==> config.mk <==
export PLATFORM = sky130hd
export DESIGN_NAME = adc_sequencer_gather
export DESIGN_NICKNAME = d
export VERILOG_FILES = /design/src/hdl/adc_seq_pkg.sv /design/src/hdl/adc_sequencer_gather.sv /design/src/hdl/conv_clock_gen.sv
export VERILOG_INCLUDE_DIRS = /design/src /design/src/hdl
export SDC_FILE = /design/constraint.sdc
export NUM_CORES = 2
export LEC_CHECK = 0
export ABC_AREA = 1
export BUFFER_PORTS_ARGS = -buffer_cell sky130_fd_sc_hd__buf_2
export CORE_ASPECT_RATIO = 1.75
export CORE_MARGIN = 2
export CORE_UTILIZATION = 50
export DETAILED_ROUTE_END_ITERATION = 8
export PLACE_DENSITY = 0.67
export SLEW_MARGIN = 10
export SYNTH_ARGS = -nofsm -noshare
export SYNTH_HDL_FRONTEND = slang
export SYNTH_SLANG_ARGS = --single-unit
==> constraint.sdc <==
create_clock -name clk -period 5.12 [get_ports clk]
set_input_delay 0.256 -clock clk [delete_from_list [all_inputs] [get_ports clk]]
set_output_delay 0.256 -clock clk [all_outputs]
set_load 0.1 [all_outputs]
==> src/hdl/adc_seq_consts.svh <==
// Purpose: offsets, field positions, reset values and sizes of the A/D sequencer front end
// Assumes: 32-bit Avalon-MM register slave, byte addresses, 40 MHz logic clock
// Notes:   definitions only
`ifndef ADC_SEQ_CONSTS_SVH
`define ADC_SEQ_CONSTS_SVH

`define NUM_ADC         4
`define NUM_CH          8
`define NUM_CH_DIFF     4'h4
`define FIFO_DEPTH      64
`define FIFO_AW         6
`define FIFO_FULL_LVL   7'h40

// register byte offsets
`define REG_CTRL        8'h00
`define REG_STATUS      8'h04
`define REG_DIV         8'h08
`define REG_NCONV       8'h0C
`define REG_ADC_CFG     8'h10
`define REG_FIFO_LVL    8'h14
`define REG_CONV_CNT    8'h18

// control register fields
`define CTRL_START      0
`define CTRL_STOP       1
`define CTRL_SRC        2
`define CTRL_PULL       4

// status register fields
`define STAT_ACTIVE     0
`define STAT_CONV_ERR   1
`define STAT_OVF_ERR    2
`define STAT_BUSY       3
`define STAT_FRAME      4

// per-device configuration byte
`define CFG_STRIDE      8
`define CFG_W           5

// conversion clock sources
`define SRC_INT         2'h0
`define SRC_EXT1        2'h1
`define SRC_EXT2        2'h2

// reset values
`define DIV_RESET       16'h0031
`define PULL_RESET      2'h0

`endif

==> src/hdl/adc_seq_pkg.sv <==
// Purpose: types shared by the A/D sequencer front end
// Assumes: adc_seq_consts.svh supplies the sizes
// Notes:   packed structs carry the per-device ADC signals and the FIFO word
package adc_seq_pkg;

   typedef struct packed {
      logic       cnv;
      logic [2:0] chan;
      logic       diff;
   } adc_ctl_t;

   typedef struct packed {
      logic        done;
      logic [15:0] data;
   } adc_res_t;

   typedef struct packed {
      logic        last;
      logic [15:0] data;
   } seq_word_t;

   typedef struct packed {
      logic [2:0] cnt_m1;
      logic       diff;
      logic       seq;
   } adc_cfg_t;

   typedef enum logic [1:0] {
      ST_IDLE,
      ST_CONV,
      ST_WAIT,
      ST_PUSH
   } seq_state_t;

endpackage

==> src/hdl/adc_sequencer_gather.sv <==
// Purpose: A/D sequencer front end: conversion pulses, data set gathering, FIFO
// Assumes: each ADC answers a cnv pulse with a done pulse carrying its 16-bit result
// Notes:   channel count and sequencer mode are latched per event and a change shows from the next event; input mode reaches the devices from cfg_ff at once
//
// The Avalon-MM register port and the placing of the registers were decided locally.
`timescale 1ns/100ps
`include "adc_seq_consts.svh"

// Summary of operation
// - each ADC device is individually switched into sequencer mode
// - every clock event converts all active channels into one FIFO data set
// - channels of a device convert in ascending order, pulses made internally
// - all sequencer devices run in parallel, same channel at the same time
// - a data set must be fully in the FIFO before the next event
// - each device is single-ended with eight channels or differential with four
// - active channel count per device, always from channel zero upward
// - data set ordered by device, lowest first, then channel ascending
// - data sets leave for host memory through the DMA write path
// - number of conversions is set while the clock keeps running
// - conversion clock from internal divider or an external input
// - A/D sequencer is independent of the D/A sequencer
// - rear lines give two clock inputs and a frame trigger, own pull reference
// - each channel is sampled once per clock event
// - error flags for events while busy and for a full FIFO
// - any error stops the sequencer; its conversion pulses stop too, except that a busy event landing in ST_CONV lets the current set finish
// - last value of the final conversion event carries a marker
module adc_sequencer_gather (
   input  wire logic                   clk,
   input  wire logic                   rst_n,
   input  wire logic [7:0]             avs_address,
   input  wire logic                   avs_read,
   input  wire logic                   avs_write,
   input  wire logic [31:0]            avs_writedata,
   output logic [31:0]                 avs_readdata,
   output logic                        avs_waitrequest,
   input  wire logic                   ext_clk1,
   input  wire logic                   ext_clk2,
   input  wire logic                   frame_trig,
   output logic [1:0]                  rear_pull_sel,
   output logic                        seq_tick,
   output adc_seq_pkg::adc_ctl_t       adc_ctl [`NUM_ADC],
   input  wire adc_seq_pkg::adc_res_t  adc_res [`NUM_ADC],
   output logic                        fifo_valid,
   input  wire logic                   fifo_ready,
   output adc_seq_pkg::seq_word_t      fifo_word
);
   import adc_seq_pkg::*;

   logic        ack_ff;
   logic [31:0] rdata_ff;
   logic [1:0]  src_ff;
   logic [1:0]  pull_ff;
   logic [15:0] div_ff;
   logic [15:0] nconv_ff;
   logic [31:0] cfg_ff;
   logic        run_ff;
   logic        conv_err_ff;
   logic        ovf_err_ff;
   logic [15:0] conv_cnt_ff;
   seq_state_t  state_ff;
   logic [2:0]  ch_ff;
   logic [1:0]  dev_ff;
   logic [2:0]  pc_ff;
   logic        final_ff;
   logic [31:0] lat_ff;
   logic [3:0]  cnv_ff;
   logic [6:0]  wr_ptr_ff;
   logic [6:0]  rd_ptr_ff;
   seq_word_t   fifo_mem [`FIFO_DEPTH];

   logic        acc;
   logic        take;
   logic        wr_take;
   logic [31:0] rd_mux;
   logic        start_req;
   logic        stop_req;
   logic        clr_conv;
   logic        clr_ovf;
   logic        tick;
   logic        frame_level;
   logic        any_seq;
   logic        ev;
   logic        accept;
   logic        is_final;
   logic        conv_err_evt;
   logic        ovf_evt;
   logic [3:0]  part_mask;
   logic [3:0]  done_v;
   logic [3:0]  max_cnt;
   logic        all_done;
   logic [15:0] smp_word [`NUM_ADC];
   adc_cfg_t    cur;
   logic        last_in_dev;
   logic        later;
   logic        push;
   logic [6:0]  fifo_cnt;
   logic        fifo_full;

   function automatic adc_cfg_t cfg_of(input logic [31:0] v, input int d);
      cfg_of = adc_cfg_t'(v[d*`CFG_STRIDE +: `CFG_W]);
   endfunction

   // differential mode offers only four channel pairs
   function automatic logic [3:0] eff_cnt(input adc_cfg_t c);
      logic [3:0] n;
      n = {1'b0, c.cnt_m1} + 4'h1;
      if (c.diff && (n > `NUM_CH_DIFF)) begin
         n = `NUM_CH_DIFF;
      end
      eff_cnt = n;
   endfunction

   function automatic logic later_seq(input logic [31:0] v, input logic [1:0] d);
      later_seq = 1'b0;
      for (int i = 0; i < `NUM_ADC; i++) begin
         if ((i > int'(d)) && cfg_of(v, i).seq) begin
            later_seq = 1'b1;
         end
      end
   endfunction

   // ---- Avalon-MM slave: every access waits exactly one cycle
   assign acc             = avs_read | avs_write;
   assign avs_waitrequest = acc & ~ack_ff;
   assign take            = acc & ack_ff;
   assign wr_take         = take & avs_write;
   assign avs_readdata    = rdata_ff;

   always_ff @(posedge clk) begin
      if (!rst_n) begin
         ack_ff <= 1'b0;
      end else begin
         ack_ff <= acc & ~ack_ff;
      end
   end

   always_comb begin
      rd_mux = 32'h0000_0000;
      unique case (avs_address)
         `REG_CTRL: begin
            rd_mux[`CTRL_SRC +: 2]  = src_ff;
            rd_mux[`CTRL_PULL +: 2] = pull_ff;
         end
         `REG_STATUS: begin
            rd_mux[`STAT_ACTIVE]   = run_ff;
            rd_mux[`STAT_CONV_ERR] = conv_err_ff;
            rd_mux[`STAT_OVF_ERR]  = ovf_err_ff;
            rd_mux[`STAT_BUSY]     = (state_ff != ST_IDLE);
            rd_mux[`STAT_FRAME]    = frame_level;
         end
         `REG_DIV:      rd_mux[15:0] = div_ff;
         `REG_NCONV:    rd_mux[15:0] = nconv_ff;
         `REG_ADC_CFG:  rd_mux = cfg_ff;
         `REG_FIFO_LVL: rd_mux[6:0] = fifo_cnt;
         `REG_CONV_CNT: rd_mux[15:0] = conv_cnt_ff;
         default:       rd_mux = 32'h0000_0000;
      endcase
   end

   always_ff @(posedge clk) begin
      if (!rst_n) begin
         rdata_ff <= 32'h0000_0000;
      end else if (avs_read && !ack_ff) begin
         rdata_ff <= rd_mux;
      end
   end

   always_ff @(posedge clk) begin
      if (!rst_n) begin
         src_ff   <= `SRC_INT;
         pull_ff  <= `PULL_RESET;
         div_ff   <= `DIV_RESET;
         nconv_ff <= 16'h0000;
         cfg_ff   <= 32'h0000_0000;
      end else if (wr_take) begin
         unique case (avs_address)
            `REG_CTRL: begin
               src_ff  <= avs_writedata[`CTRL_SRC +: 2];
               pull_ff <= avs_writedata[`CTRL_PULL +: 2];
            end
            `REG_DIV:     div_ff   <= avs_writedata[15:0];
            `REG_NCONV:   nconv_ff <= avs_writedata[15:0];
            `REG_ADC_CFG: cfg_ff   <= avs_writedata;
            default: ;
         endcase
      end
   end

   assign rear_pull_sel = pull_ff;
   assign start_req = wr_take && (avs_address == `REG_CTRL) && avs_writedata[`CTRL_START];
   assign stop_req  = wr_take && (avs_address == `REG_CTRL) && avs_writedata[`CTRL_STOP];
   assign clr_conv  = wr_take && (avs_address == `REG_STATUS)
                      && avs_writedata[`STAT_CONV_ERR];
   assign clr_ovf   = wr_take && (avs_address == `REG_STATUS)
                      && avs_writedata[`STAT_OVF_ERR];

   // ---- conversion clock; the same event also serves the separate D/A sequencer
   conv_clock_gen u_clk (
      .clk         (clk),
      .rst_n       (rst_n),
      .src_sel     (src_ff),
      .div_reload  (div_ff),
      .ext_clk1    (ext_clk1),
      .ext_clk2    (ext_clk2),
      .frame_trig  (frame_trig),
      .tick        (tick),
      .frame_level (frame_level)
   );

   assign seq_tick = tick;

   // ---- event acceptance and run control
   always_comb begin
      any_seq = 1'b0;
      for (int i = 0; i < `NUM_ADC; i++) begin
         any_seq = any_seq | cfg_of(cfg_ff, i).seq;
      end
   end

   assign ev           = tick & run_ff & any_seq;
   assign conv_err_evt = ev & (state_ff != ST_IDLE);
   assign accept       = ev & (state_ff == ST_IDLE);
   assign is_final     = (nconv_ff != 16'h0000) && ((conv_cnt_ff + 16'h0001) == nconv_ff);

   // set wins over a software clear in the same cycle
   always_ff @(posedge clk) begin
      if (!rst_n) begin
         conv_err_ff <= 1'b0;
         ovf_err_ff  <= 1'b0;
      end else begin
         conv_err_ff <= conv_err_evt | (conv_err_ff & ~clr_conv);
         ovf_err_ff  <= ovf_evt | (ovf_err_ff & ~clr_ovf);
      end
   end

   // nconv of zero runs continuously; a start is refused while an error is pending
   always_ff @(posedge clk) begin
      if (!rst_n) begin
         run_ff      <= 1'b0;
         conv_cnt_ff <= 16'h0000;
      end else if (conv_err_evt || ovf_evt || stop_req) begin
         run_ff <= 1'b0;
      end else if (accept) begin
         conv_cnt_ff <= conv_cnt_ff + 16'h0001;
         run_ff      <= ~is_final;
      end else if (start_req && !conv_err_ff && !ovf_err_ff) begin
         run_ff      <= 1'b1;
         conv_cnt_ff <= 16'h0000;
      end
   end

   // ---- per-device sampling
   always_comb begin
      max_cnt = 4'h0;
      for (int i = 0; i < `NUM_ADC; i++) begin
         if (cfg_of(lat_ff, i).seq && (eff_cnt(cfg_of(lat_ff, i)) > max_cnt)) begin
            max_cnt = eff_cnt(cfg_of(lat_ff, i));
         end
      end
   end

   genvar g;
   generate
      for (g = 0; g < `NUM_ADC; g++) begin : g_adc
         logic        done_q_ff;
         logic [15:0] smp_ff [`NUM_CH];
         logic        got;

         assign part_mask[g] = cfg_of(lat_ff, g).seq
                               && ({1'b0, ch_ff} < eff_cnt(cfg_of(lat_ff, g)));
         assign got = (state_ff == ST_WAIT) && part_mask[g] && adc_res[g].done;

         always_ff @(posedge clk) begin
            if (!rst_n || (state_ff == ST_CONV)) begin
               done_q_ff <= 1'b0;
            end else if (got) begin
               done_q_ff <= 1'b1;
            end
         end

         always_ff @(posedge clk) begin
            if (got) begin
               smp_ff[ch_ff] <= adc_res[g].data;
            end
         end

         assign done_v[g]   = done_q_ff;
         assign smp_word[g] = smp_ff[pc_ff];
         // channel and input mode reach the device from flops
         assign adc_ctl[g]  = adc_ctl_t'({cnv_ff[g], ch_ff, cfg_of(cfg_ff, g).diff});
      end
   endgenerate

   assign all_done = &(done_v | ~part_mask);

   // ---- push side of the data set
   assign cur         = cfg_of(lat_ff, int'(dev_ff));
   assign last_in_dev = ({1'b0, pc_ff} == (eff_cnt(cur) - 4'h1));
   assign later       = later_seq(lat_ff, dev_ff);
   assign push        = (state_ff == ST_PUSH) && cur.seq && !fifo_full;
   assign ovf_evt     = (state_ff == ST_PUSH) && cur.seq && fifo_full;

   always_ff @(posedge clk) begin
      if (!rst_n) begin
         state_ff <= ST_IDLE;
         ch_ff    <= 3'h0;
         dev_ff   <= 2'h0;
         pc_ff    <= 3'h0;
         final_ff <= 1'b0;
         lat_ff   <= 32'h0000_0000;
         cnv_ff   <= 4'h0;
      end else begin
         cnv_ff <= 4'h0;
         unique case (state_ff)
            ST_IDLE: begin
               if (accept) begin
                  lat_ff   <= cfg_ff;
                  final_ff <= is_final;
                  ch_ff    <= 3'h0;
                  state_ff <= ST_CONV;
               end
            end
            ST_CONV: begin
               // one pulse per channel per event, all devices in part_mask together
               cnv_ff   <= part_mask;
               state_ff <= ST_WAIT;
            end
            ST_WAIT: begin
               if (conv_err_evt) begin
                  state_ff <= ST_IDLE;
               end else if (all_done && (({1'b0, ch_ff} + 4'h1) < max_cnt)) begin
                  ch_ff    <= ch_ff + 3'h1;
                  state_ff <= ST_CONV;
               end else if (all_done) begin
                  dev_ff   <= 2'h0;
                  pc_ff    <= 3'h0;
                  state_ff <= ST_PUSH;
               end
            end
            ST_PUSH: begin
               if (conv_err_evt || ovf_evt) begin
                  state_ff <= ST_IDLE;
               end else if (!cur.seq || last_in_dev) begin
                  pc_ff <= 3'h0;
                  if (later) begin
                     dev_ff <= dev_ff + 2'h1;
                  end else begin
                     state_ff <= ST_IDLE;
                  end
               end else begin
                  pc_ff <= pc_ff + 3'h1;
               end
            end
         endcase
      end
   end

   // ---- data set FIFO toward the DMA write engine
   assign fifo_cnt   = wr_ptr_ff - rd_ptr_ff;
   assign fifo_full  = (fifo_cnt == `FIFO_FULL_LVL);
   assign fifo_valid = (fifo_cnt != 7'h00);
   assign fifo_word  = fifo_mem[rd_ptr_ff[`FIFO_AW-1:0]];

   always_ff @(posedge clk) begin
      if (push) begin
         fifo_mem[wr_ptr_ff[`FIFO_AW-1:0]] <=
            '{last: final_ff & last_in_dev & ~later, data: smp_word[dev_ff]};
      end
   end

   always_ff @(posedge clk) begin
      if (!rst_n) begin
         wr_ptr_ff <= 7'h00;
         rd_ptr_ff <= 7'h00;
      end else begin
         if (push) begin
            wr_ptr_ff <= wr_ptr_ff + 7'h01;
         end
         if (fifo_valid && fifo_ready) begin
            rd_ptr_ff <= rd_ptr_ff + 7'h01;
         end
      end
   end

endmodule

==> src/hdl/conv_clock_gen.sv <==
// Purpose: sequencer conversion clock event source, internal divider or rear inputs
// Assumes: rear inputs are asynchronous to clk
// Notes:   tick is a one-cycle pulse per conversion clock event
`timescale 1ns/100ps
`include "adc_seq_consts.svh"

module conv_clock_gen (
   input  wire logic        clk,
   input  wire logic        rst_n,
   input  wire logic [1:0]  src_sel,
   input  wire logic [15:0] div_reload,
   input  wire logic        ext_clk1,
   input  wire logic        ext_clk2,
   input  wire logic        frame_trig,
   output logic             tick,
   output logic             frame_level
);

   logic [15:0] div_cnt_ff;
   logic [2:0]  sync1_ff;
   logic [2:0]  sync2_ff;
   logic [2:0]  prev_ff;
   logic        tick_ff;
   logic        int_tick;
   logic [2:0]  rise;

   // period is div_reload+1 clocks
   always_ff @(posedge clk) begin
      if (!rst_n) begin
         div_cnt_ff <= 16'h0000;
      end else if (div_cnt_ff == 16'h0000) begin
         div_cnt_ff <= div_reload;
      end else begin
         div_cnt_ff <= div_cnt_ff - 16'h0001;
      end
   end

   assign int_tick = (div_cnt_ff == 16'h0000);

   // first stage feeds only the second stage
   always_ff @(posedge clk) begin
      if (!rst_n) begin
         sync1_ff <= 3'h0;
         sync2_ff <= 3'h0;
         prev_ff  <= 3'h0;
      end else begin
         sync1_ff <= {frame_trig, ext_clk2, ext_clk1};
         sync2_ff <= sync1_ff;
         prev_ff  <= sync2_ff;
      end
   end

   assign rise = sync2_ff & ~prev_ff;

   always_ff @(posedge clk) begin
      if (!rst_n) begin
         tick_ff <= 1'b0;
      end else begin
         unique case (src_sel)
            `SRC_INT:  tick_ff <= int_tick;
            `SRC_EXT1: tick_ff <= rise[0];
            `SRC_EXT2: tick_ff <= rise[1];
            default:   tick_ff <= 1'b0;
         endcase
      end
   end

   assign tick        = tick_ff;
   assign frame_level = sync2_ff[2];

endmodule

After elaboration in Yosys (flattened, before gate mapping) --
Memory sizes are Yosys's and may differ from the RTL's. A register that Yosys moved wholly into a read port is not among the register bits. Index checks and enable logic that the tools add are counted.
Cells by class: bitwise logic cells 29, eq/ne operators 25, add/sub/neg operators 15, reductions and logical operators 72, shift-type cells 1, mux-type cells 72, $lt $le $gt $ge 18
Operator list (number):
- $mux W16 | 6
- $mux W3 | 16
- $logic_and A1 B1 Y1 | 39
- $mux W4 | 9
- $pmux W9 S4 | 1
- $bmux W16 S2 | 1
- $shiftx A32 B6 Y5 | 1
- $mux W2 | 13
- $add A3 B1 Y4 const B | 6
- $eq A8 B5 Y1 const B | 3
- $pmux W3 S7 | 1
- $gt A4 B3 Y1 const B | 5
- $add A16 B1 Y16 const B | 1
- $eq A16 B16 Y1 | 1
- $eq A8 B4 Y1 const B | 2
- $logic_not A16 Y1 | 1
- $lt A3 B4 Y1 | 4
- $reduce_bool A16 Y1 | 1
- $sub A16 B1 Y16 const B | 1
- $mux W1 | 15
- $add A7 B1 Y7 const B | 2
- $reduce_and A2 Y1 | 7
- $gt A4 B4 Y1 | 3
- $mux W6 | 2
- 44 further kinds | 91
Storage, ports and cells: bits in registers 210, RAM bits 1600, bits of input ports 116, output and inout bits 74, word-level logic and storage cells 266, memories kept 5
Memories:
- fifo_mem | depth 64, bits a word 17, rd ports 1, clocked after Yosys merged registers in 1, wr ports 1, line adc_sequencer_gather.sv:69 | seq_word_t fifo_mem [`FIFO_DEPTH];
- g_adc[0].smp_ff | depth 8, bits a word 16, rd ports 1, clocked after Yosys merged registers in 1, wr ports 1, line adc_sequencer_gather.sv:266 | logic [15:0] smp_ff [`NUM_CH];
- g_adc[1].smp_ff | depth 8, bits a word 16, rd ports 1, clocked after Yosys merged registers in 1, wr ports 1, line adc_sequencer_gather.sv:266
- g_adc[2].smp_ff | depth 8, bits a word 16, rd ports 1, clocked after Yosys merged registers in 1, wr ports 1, line adc_sequencer_gather.sv:266
- g_adc[3].smp_ff | depth 8, bits a word 16, rd ports 1, clocked after Yosys merged registers in 1, wr ports 1, line adc_sequencer_gather.sv:266

Depth between registers and ports, before layout --
depth in word-level cells 23, depth in mapped cells 41, gate-level depth less buffers 41

Modules after synthesis --
Synthesis repeated with hierarchy kept, for this count alone.
Unflattened totals: cells, all modules 6151, area total of the unflattened synthesis 73123.9 um2
Modules (own cells, without submodules):
- adc_sequencer_gather | seq. area each 51689.6 um2, instances 1, area each 71722.5 um2, cells an instance 5928
- conv_clock_gen | seq. area each 500.5 um2, instances 1, area each 1401.3 um2, cells an instance 223

Worst setup path before layout --
Ideal clock, no wire load.
path type reg2reg, from register lat_ff[2], to register (tool-made name), cell stages (with the launch flop) 37, data arrival time 4512 ps, library setup time 128 ps, slack 480 ps, buffers on the path 0, required time 4992 ps, clock period less this slack 4640 ps, cell sequence dfxtp_1 ha_1 nor2_1 nand2_1 nor2_1 nor2_1 nand2_1 ha_1 nand2_1 nor2_1 nor2_2 nand2_1 nand2_1 o21ai_0 ha_1 inv_1 o21bai_1 inv_1 nand2_1 nand2_2 nand2_1 o21ai_0 ha_1 nand2_1 o21ai_0 nand3_1 nand2_1 o21ai_0 ha_1 a21oi_1 inv_1 nor2_2 nand3_4 nand3_2 nand2_1 nand2_1 nor2_1
RTL lines:
- from (decl) | line adc_sequencer_gather.sv:65 | logic [31:0] lat_ff;
- from (signal assigned) | line adc_sequencer_gather.sv:317 | lat_ff <= cfg_ff;

Final worst setup path --
from register lat_ff[3], to register dev_ff[1]
Between the ends: cells in the longest elaborated chain, start to end 20, elaborated cells between the ends (all ways) 35, classes of those cells 3 x add/sub; 8 x order compare; 4 x eq/ne; 1 x shift; 6 x mux; 2 x bitwise; 11 x reduce/logical
RTL lines:
- $add A3 B1 Y4 | line adc_sequencer_gather.sv:106 | n = {1'b0, c.cnt_m1} + 4'h1;
- $gt A4 B3 Y1 (no source line)
- $logic_and A1 B1 Y1 | line adc_sequencer_gather.sv:107 | if (c.diff && (n > `NUM_CH_DIFF)) begin
- $mux W4 | line adc_sequencer_gather.sv:107
- $gt A4 B1 Y1 | line adc_sequencer_gather.sv:256 | if (cfg_of(lat_ff, i).seq && (eff_cnt(cfg_of(lat_ff, i)) > max_cnt)) begin
- $logic_and A1 B1 Y1 | line adc_sequencer_gather.sv:256
- $mux W4 | line adc_sequencer_gather.sv:256
- $gt A4 B4 Y1 | line adc_sequencer_gather.sv:256
- [4 not listed]
- $mux W4 | line adc_sequencer_gather.sv:256
- $gt A4 B4 Y1 | line adc_sequencer_gather.sv:256
- $logic_and A1 B1 Y1 | line adc_sequencer_gather.sv:256
- $mux W4 | line adc_sequencer_gather.sv:256
- $lt A4 B4 Y1 | line adc_sequencer_gather.sv:331 | end else if (all_done && (({1'b0, ch_ff} + 4'h1) < max_cnt)) begin
- $logic_and A1 B1 Y1 | line adc_sequencer_gather.sv:331
- $ne A2 B2 Y1 (no source line)
- $reduce_and A7 Y1 (no source line) *
- to (signal assigned) | line adc_sequencer_gather.sv:346 | dev_ff <= dev_ff + 2'h1;
- to (decl) | line adc_sequencer_gather.sv:62 | logic [1:0] dev_ff;
Every way passes the cells marked *; elsewhere a longest branch is shown, timed or not. A chain may end at the register's enable or synchronous reset.

==> summary.txt <==
Timing
  – Clock Skews: 47.6 ps
  – Max-slew violation count: 0
  – Setup TNS Final: 0 ps
  – Crit path time final: 4860 ps
  – Final setup vio count: 0
  – Hold Vio Cnt, Final: 0
  – Peak Freq: 0.206 GHz
  – Fin crit share: 94.9%
  – Pin slew with the least headroom to its limit: 1180 ps
  – Normalized max-slew margin: 21.5%
  – Final hold slack: 109 ps

Status
  – Status: finished clean

Route
  – Routed wire length: 214000 um
  – Drt drc: 0
  – Vias/cell: 6.09
  – First DRT Iteration DRCs: 5029
  – Via count: 51.1k
  – WL per Instance: 25.6 um
  – Antenna Nets Post-Route: 0
  – 1st-pass router iterations: 6

Global routing
  – GRT overflow: 0
  – M1 GR Usage: 32.2%
  – Met3 usage: 3.84%
  – Largest net degree at the start of global routing: 109
  – Most used routing layer in global routing: met2
  – Initial antenna violation count: 10
  – Total track usage: 28.4%
  – First-pass GRT wire length: 314000 um
  – Met2 usage: 49.5%
  – Vias in the first global route: 49.9k

Critical path
  – Flop-to-flop setup slack: 260 ps
  – Worst Path Required: 5800 ps
  – Critical path's most frequent cell: nand2_1
  – Reg-to-Reg End: dev_ff[1]
  – Worst reg2reg path depth: 36
  – Kind of start point of the critical path: flop
  – CP peak stage delay: 380 ps
  – Arr. time, crit path: 5530 ps
  – Setup crit end: dev_ff[1]
  – Crit path kind: flop to flop
  – Slowest stage cell, crit path: dfxtp_2
  – CP max FO: 7
  – CP Capture Type: flop
  – Crit path from: lat_ff[3]
  – Worst R2R Start: lat_ff[3]

Yosys
  – Async S/R FF share, synth: 0%
  – Post-Syn Area: 72900 sq um
  – Synth Flop Type: edfxtp_1
  – Sequential-to-total area share from yosys stat: 71.6%
  – Synth cell types: 55
  – Synth area leaders: edfxtp_1, o21ai_0, nor2_1
  – Synth Warn #: 0
  – Mean Syn Cell Area: 11.9 sq um
  – Synth top area share: 65.9%
  – EDFF count, synth: 1600
  – #FFs+latches synth: 1807
  – Area leader, netlist: edfxtp_1
  – Syn nets: 6267
  – Syn Inst Count: 6107

Floorplan
  – Core Rows: 185
  – Die area: 149000 sq um
  – Die Span Y: 509 um
  – Starting Density: 50.3%
  – Ports: 190
  – Die Wd: 293 um
  – Total core area: 145000 sq um

Clocking
  – CTS Buf Count: 156
  – Clk sinks: 1807
  – CTS Root Cell: clkbuf_16
  – H-tree depth: 4
  – TritonCTS clock tree: done
  – Worst-case clock buffer depth: 3
  – Worst skew pair latency: 810 ps
  – Clk slew on worst S/H paths: 70 ps

Place
  – Hpwl dp: 135000 um
  – PortBufs: 189
  – GPL Wtd Cong: 0.901
  – Post-placement cell area: 77000 sq um
  – Placed Cells: 7986

Finish
  – Area Overhead vs Synth: 14.5%
  – # nets final: 6546
  – Commonest non-fill, non-tap cells in the layout: edfxtp_1, nor2_1, o21ai_0
  – Layout cells sized above 1: 11.6%
  – Most common cell after layout, fill and taps aside: edfxtp_1
  – Post-route cell area: 83500 sq um
  – Finished Layout Cells: 8386

Pwr
  – Peak VDD IR: 0.428 mV
  – Total chip power: 0.0302 W
  – Power per cell area: 362 nW/um^2
  – Pleak: 28.1 nW

Run
  – Maxcap violations: 0

Min path
  – Hold_sp: adc_res[16]
  – Hold Path Class: primary input to flop
-- worst max-delay path: cells and delay by family, from the launching register on --
family / cells / cell delay [ps]
AND/OR/NAND/NOR: 24 / 2340
buffers and inverters: 2 / 110
flip-flops: 1 / 380
adder cells (fa/ha/maj): 5 / 1360
AO/OA/AOI/OAI: 5 / 520
-- worst min-delay path by stage --
stage / to / slack [ps] / cells after the start
6_report: g_adc[3].done_q_ff / 110 / 3
5_1_grt: g_adc[3].done_q_ff / 110 / 3
2_1_floorplan: u_clk.sync1_ff[0] / 350 / 2
3_5_place_dp: u_clk.sync2_ff[0] / 400 / 2
3_3_place_gp: u_clk.sync2_ff[0] / 400 / 2
4_1_cts: g_adc[3].done_q_ff / 60 / 3
-- cells in the mapped netlist, types with 13 or more instances --
library cell / instances
clkbuf_1: 377
edfxtp_1: 1600
o21ai_0: 1094
o21ai_1: 13
o221ai_1: 130
o211ai_1: 24
xor2_1: 19
nand3_1: 108
ha_1: 43
nand4_1: 24
nand2_1: 295
a31oi_1: 29
nor2_1: 1301
dfxtp_1: 207
buf_4: 15
a32oi_1: 14
o22ai_1: 329
nor3_1: 26
o32ai_1: 13
a21oi_1: 128
inv_1: 191
-- metrics by stage --
| step | util, % | worst slack, ps |
|---|---|---|
| 2_1_floorplan | - | 480 |
| 3_3_place_gp | 53.1 | -17.0 |
| 3_5_place_dp | 53.1 | -14.5 |
| 4_1_cts | 57.5 | 33.1 |
| 5_1_grt | 57.6 | -62.4 |
| 6_report | 57.6 | 263 |
-- timing repair --
| item | CTS | global route |
|---|---|---|
| pin swaps | 0 | 19 |
| hold endpoints to repair | 619 | 0 |
| setup endpoints to repair | 11 | 12 |
| setup buffers | 0 | 2 |
| hold buffers | 109 | 0 |
| resized for setup | 2 | 36 |
-- report_power, final --
part | total (W) | internal [W] | switching (W)
clock network | 0.0121 | 0.00656 | 0.00550
logic | 0.00218 | 0.000594 | 0.00159
registers | 0.0160 | 0.0159 | 0.0000676
-- sequential cells by signal, indices dropped and copies added (netlist names), 7 cells and up, named ones only --
signal,cells
conv_cnt_ff,16
div_ff,16
nconv_ff,16
avs_readdata,32
g_adc.smp_ff,512
wr_ptr_ff,7
cfg_ff,32
u_clk.div_cnt_ff,16
lat_ff,20
fifo_mem,1088
rd_ptr_ff,7
-- final cells by class --
class	count	area (sq um)
fillers	11500	61400
well taps	1870	2340
diodes	7	17.5
clock inverters	93	1150
flip-flops and latches	1807	52200
clock buffers	188	4040
multi-input cells	3686	18800
repair buffers	531	4120
inverters	204	787
-- kinds of logic (layout without fill, tap and decap cells) --
family / Yosys count / in the layout / share of synthesized area [%]
AND/OR/NAND/NOR: 1792 / 1792 / 9.73
AO/OA/AOI/OAI: 1819 / 1819 / 14.2
other: 0 / 7 / 0
XOR/XNOR: 31 / 31 / 0.383
adder cells (fa/ha/maj): 44 / 44 / 0.766
flip-flops: 1807 / 1807 / 71.6
buffers and inverters: 614 / 1016 / 3.26
-- per-layer routing --
layer	up-vias	wire [um]
met4	2	17100
met5	-	5
met2	2231	109000
met1	25300	74800
met3	602	13700
li1	23000	-
(Power assumes the default switching activity.)
